`src/verilog/bus_model_pkg.sv`:
```
package bus_model_pkg;

  // command opcodes of the script language
  typedef enum logic [2:0]
  {
    OP_MEMMAP    = 3'h0,
    OP_WRITE     = 3'h1,
    OP_READ      = 3'h2,
    OP_READCHECK = 3'h3,
    OP_POLL      = 3'h4,
    OP_WAIT      = 3'h5,
    OP_WAITFAST  = 3'h6,
    OP_WAITNORM  = 3'h7
  } opcode_t;

  // access width codes: word, halfword, byte
  typedef enum logic [1:0]
  {
    WIDTH_B = 2'h0,
    WIDTH_H = 2'h1,
    WIDTH_W = 2'h2
  } width_code_t;

  // next-cycle kind announced on the native bus
  localparam logic [1:0] CYCLE_INTERNAL = 2'h0;
  localparam logic [1:0] CYCLE_NONSEQ   = 2'h2;
  localparam logic [1:0] CYCLE_SEQ      = 2'h3;

  // bus size encodings
  localparam logic [1:0] SIZE_BYTE = 2'h0;
  localparam logic [1:0] SIZE_HALF = 2'h1;
  localparam logic [1:0] SIZE_WORD = 2'h2;

  localparam int LABEL_BITS = 4;
  localparam int ADDR_BITS  = 32;
  localparam int DATA_BITS  = 32;

  localparam logic [31:0] ADDR_RESET = 32'h0000_0000;
  localparam logic [31:0] DATA_RESET = 32'h0000_0000;

endpackage : bus_model_pkg

```
`src/verilog/lane_steer.sv`:
```
`timescale 1ns/1ps
// places narrow write data on lanes and extracts narrow read data from lanes
module lane_steer
  import bus_model_pkg::*;
(
  input  wire logic [1:0]  width,
  input  wire logic [1:0]  addr_low,
  input  wire logic        big_end,
  input  wire logic [31:0] wdata_in,
  output logic      [31:0] wdata_lanes,
  input  wire logic [31:0] rdata_lanes,
  output logic      [31:0] rdata_out
);

  // byte lane index for a given address under the selected byte order
  function automatic logic [1:0] lane_of(input logic [1:0] a, input logic [1:0] w,
                                         input logic be);
    logic [1:0] l;
    l = a;
    if (be)
    begin
      if (w == WIDTH_H)
        l = {~a[1], 1'b0};
      else
        l = ~a;
    end
    return l;
  endfunction : lane_of

  logic [1:0] lane;

  // replicate narrow data over all lanes, then pick the addressed lane on read
  always_comb
  begin
    lane = lane_of(addr_low, width, big_end);
    case (width)
      WIDTH_B:
      begin
        wdata_lanes = {4{wdata_in[7:0]}};
        rdata_out   = {24'h000000, rdata_lanes[8*lane +: 8]};
      end
      WIDTH_H:
      begin
        wdata_lanes = {2{wdata_in[15:0]}};
        rdata_out   = {16'h0000, rdata_lanes[16*lane[1] +: 16]};
      end
      default:
      begin
        wdata_lanes = wdata_in;
        rdata_out   = rdata_lanes;
      end
    endcase
  end

endmodule : lane_steer

```
`config.mk`:
```
export PLATFORM = sky130hd
export DESIGN_NAME = lane_steer
export DESIGN_NICKNAME = d
export VERILOG_FILES = /design/src/verilog/bus_model_pkg.sv /design/src/verilog/lane_steer.sv
export SDC_FILE = /design/constraint.sdc
export NUM_CORES = 1
export LEC_CHECK = 0
export ABC_CLOCK_PERIOD_IN_PS = 1560
export BUFFER_PORTS_ARGS = -buffer_cell sky130_fd_sc_hd__buf_4
export CORE_MARGIN = 2
export CORE_UTILIZATION = 32
export DETAILED_ROUTE_END_ITERATION = 16
export PLACE_DENSITY_LB_ADDON = 0.1
export SETUP_SLACK_MARGIN = 0.4
export SYNTH_ARGS = -nofsm -noshare
export SYNTH_HDL_FRONTEND = slang
export SYNTH_SLANG_ARGS = --single-unit
```
`constraint.sdc`:
```
create_clock -name vclk -period 1.56
set_input_delay 0.156 -clock vclk [all_inputs]
set_output_delay 0.156 -clock vclk [all_outputs]
set_load 0.05 [all_outputs]
```
==> flow_summary.toml, run 1 <==
[synthesis]
netlist_instances = 129
synth.area.top_cells = "mux2_2, mux2i_1, and2_1"
synth_most_common_cell = "o21ai_0"
synth_top_family_by_area = "multiplexers"
synthSimpleGateAreaFrac_pct = 19.0
yosysUniqueCellTypes = 17
post-synth-top-area-cell = "mux2_2"
synth-xor-area-share_pct = 5.25
synth.cells.most_frequent = "o21ai_0, and2_1, nand2_1"
synth_compound_area_share_pct = 27.5
synth_fp_nets = 198
synth_area_um2 = 930
yosys_warnings = 0
yosysTopAreaCellShare_pct = 19.4
avgSynthCellArea_um2 = 7.21
yosys-mux-area-fraction_pct = 36.6
yosysSeqAreaShare_pct = 0
synth-adder-area-share_pct = 0

[clock_network]
holdBufCountCts = 0

[placement]
port_buffers = 133
hpwl_um = 3270
gp_congestion = 0.752
placed_area_um2 = 2220

[grt]
antenna_found_initial = 0
grt_max_degree = 27

[outcome]
outcome = "aborted with a tool error"
error_line = "[ERROR DPL-0033] detailed placement checks failed during check placement."
stop_stage = "global routing (5_1_grt)"

[die]
die_x_um = 57.9
ios = 133
die_height_um = 57.9
rows = 19
start_util_pct = 33.7

[timing]
worst_endpoint = "rdata_out[4]"
worst-ep-kind = "output port"
[repair_timing]
item                       4_1_cts
buffers inserted                 3
hold endpoints to repair         0
pin swaps                       14
gates resized for setup         67
cloned                           1
setup endpoints to repair       37
[stage by stage]
stage | worst slack [ns] | std cells
after floorplan | 0.185 | 129
after global placement | 0.0780 | 285
after detailed placement | 0.0657 | 285
after CTS | 0.173 | 289
[kinds of logic after synthesis]
kind of cell,after synthesis
compound gates,40
simple gates,35
mux,32
buf+inv,19
xor+xnor,3
==> inputs of run 2 (changes only) <==
--- a/config.mk
+++ b/config.mk
@@ -7,11 +7,10 @@
 export LEC_CHECK = 0
 export ABC_CLOCK_PERIOD_IN_PS = 1560
 export BUFFER_PORTS_ARGS = -buffer_cell sky130_fd_sc_hd__buf_4
-export CORE_MARGIN = 2
-export CORE_UTILIZATION = 32
+export CORE_AREA = 2 2 63 65
 export DETAILED_ROUTE_END_ITERATION = 16
-export PLACE_DENSITY_LB_ADDON = 0.1
-export SETUP_SLACK_MARGIN = 0.4
+export DIE_AREA = 0 0 65 67
+export PLACE_DENSITY_LB_ADDON = 0.15
 export SYNTH_ARGS = -nofsm -noshare
 export SYNTH_HDL_FRONTEND = slang
 export SYNTH_SLANG_ARGS = --single-unit
==> run 2 against run 1 <==
Against the previous run: the flow now finishes without violations; synthesized area did not move; synthesized cell count did not move.
==> flow_summary.toml, run 2 <==
[layout]
seq_area_um2 = 0
n_clock_buffer = 0
seq_cell_count = 0
nets = 323
syn_to_final_growth_pct = 113
layout_common_cells = "buf_4, nand2_1, and2_1"
fin_util_pct = 54.9
fin_cells = 300
drive_gt1_share_pct = 67.1
antenna_cells = 0
final_common_cell = "buf_4"

[drt]
totalWireLength_um = 3980
vias_per_cell = 4.83
final_antenna_net_count = 0
drtPass1Iterations = 4
vias = 1448
wl_per_cell_um = 13.3
drc = 0
drtIter0Drc = 82

[die]
die_x_um = 65
ios = 133
start_util_pct = 25.8
dieArea_um2 = 4360
die_height_um = 67
coreArea_um2 = 3610
rows = 22

[critical_path]
crit_family = "buffers and inverters"
worstPathArrival_ns = 1.27
crit_fanout = 14
cp.buffers_inverters = 3
slowest_delay_ns = 0.31
crit_required_ns = 1.40
worstSetupPathType = "primary input to output pin"
cp-end-kind = "output pin"
cp-start-kind = "primary input"
crit_top_cell = "buf_4"
crit_slowest_cell = "mux2i_1"
crit_chain = "buf_4 -> xnor2_2 -> buf_4 -> mux2i_1 -> a22oi_2 -> buf_4"

[timing]
rsz0062_at_grt = "no"
layout_min_cycle_time_ns = 1.42
fmax_ghz = 0.703
drv_slew = 0
worstMarginPinSlew_ns = 0.500
worst_slack_ns = 0.138
max_slew_margin_pct = 66.6
setup_viol = 0
fin_crit_sh_pct = 91.2
hold_viol = 0

[synthesis]
synth_fp_nets = 198
synth.cells.most_frequent = "o21ai_0, and2_1, nand2_1"
synth.area.top_cells = "mux2_2, mux2i_1, and2_1"
yosysSeqAreaShare_pct = 0
post-synth-top-area-cell = "mux2_2"
yosysTopAreaCellShare_pct = 19.4
synth_area_um2 = 930
yosysUniqueCellTypes = 17
synth_most_common_cell = "o21ai_0"
netlist_instances = 129
avgSynthCellArea_um2 = 7.21
yosys_warnings = 0

[job]
cap_viol_max_count = 0

[power]
p_leak_uw = 0.00101
clkPwrFrac_pct = 0
combPwrFrac_pct = 100.0
cellPowerDensity_nw_per_um2 = 558
p_sw_uw = 695
sw_frac_of_total_pct = 63.0
internal_power_uw = 409
seqPwrFrac_pct = 0
ir_drop_uv = 288

[outcome]
outcome = "finished, final reports clean"

[clock_network]
cts_setup_buffers = 0
holdBufCountCts = 0
ctsResizeCount = 0

[grt]
grt_max_degree = 31
grt_pass1_vias = 1331
grt-ovfl-total = 0
antenna_found_initial = 0
grt_pass1_wl_um = 5980
grt.total_usage_pct = 16.7

[placement]
pre_cts_slack_ns = 0.135
gp_congestion = 0.765
port_buffers = 133
placedCellCount = 300
hpwl_um = 3280

[worst_hold_path]
min_path_type = "primary input to output pin"
run 2: routing by layer:
metal	vias to the layer above	routed length (µm)	share of wire [%]	track usage, %
met5	-	0	0	0
li1	716	-	-	-
met2	85	1970	50	31.6
met4	0	0	0	0
met1	647	1580	40	20.8
met3	0	426	11	3.04
run 2: area by class of cell:
class | instances | area [µm²]
repair buffers | 141 | 1060
multi-input cells | 110 | 856
fillers | 359 | 1630
inverters | 1 | 3.75
well taps | 48 | 60.1
run 2: kinds of logic after synthesis:
group                     after synthesis  synth area share (%)
AOI/OAI and AO/OA                      40                  27.5
and+or+nand+nor                        35                  19.0
xor gates and xnor gates                3                  5.25
buffers and inverters                  19                  11.7
muxes                                  32                  36.6
run 2: path summary, 6_finish.rpt:
kind               startpoint  slack (ns)  cells past startpoint        endpoint
setup / recovery  addr_low[1]        0.14                      6    rdata_out[6]
hold / removal    wdata_in[3]        0.59                      2  wdata_lanes[3]
run 2: metrics by stage:
stage	hold slack [ns]	total power (µW)	area, µm²	TNS (ns)
3_3_place_gp	0.592	1110	1980	0
6_report	0.593	1100	1980	0
4_1_cts	0.595	1110	1980	0
3_5_place_dp	0.594	1110	1980	0
5_1_grt	0.601	1160	1980	0
2_1_floorplan	0.479	722	965	-1.72
run 2: power by group through the flow:
| stage | logic, µW | clock network (µW) | registers [µW] |
|---|---|---|---|
| final | 1100 | 0 | 0 |
| after global routing | 1160 | 0 | 0 |
| after CTS | 1110 | 0 | 0 |
| after detailed placement | 1110 | 0 | 0 |
| after global placement | 1110 | 0 | 0 |
| after floorplan | 722 | 0 | 0 |
Power figures use the tool's default switching activity.
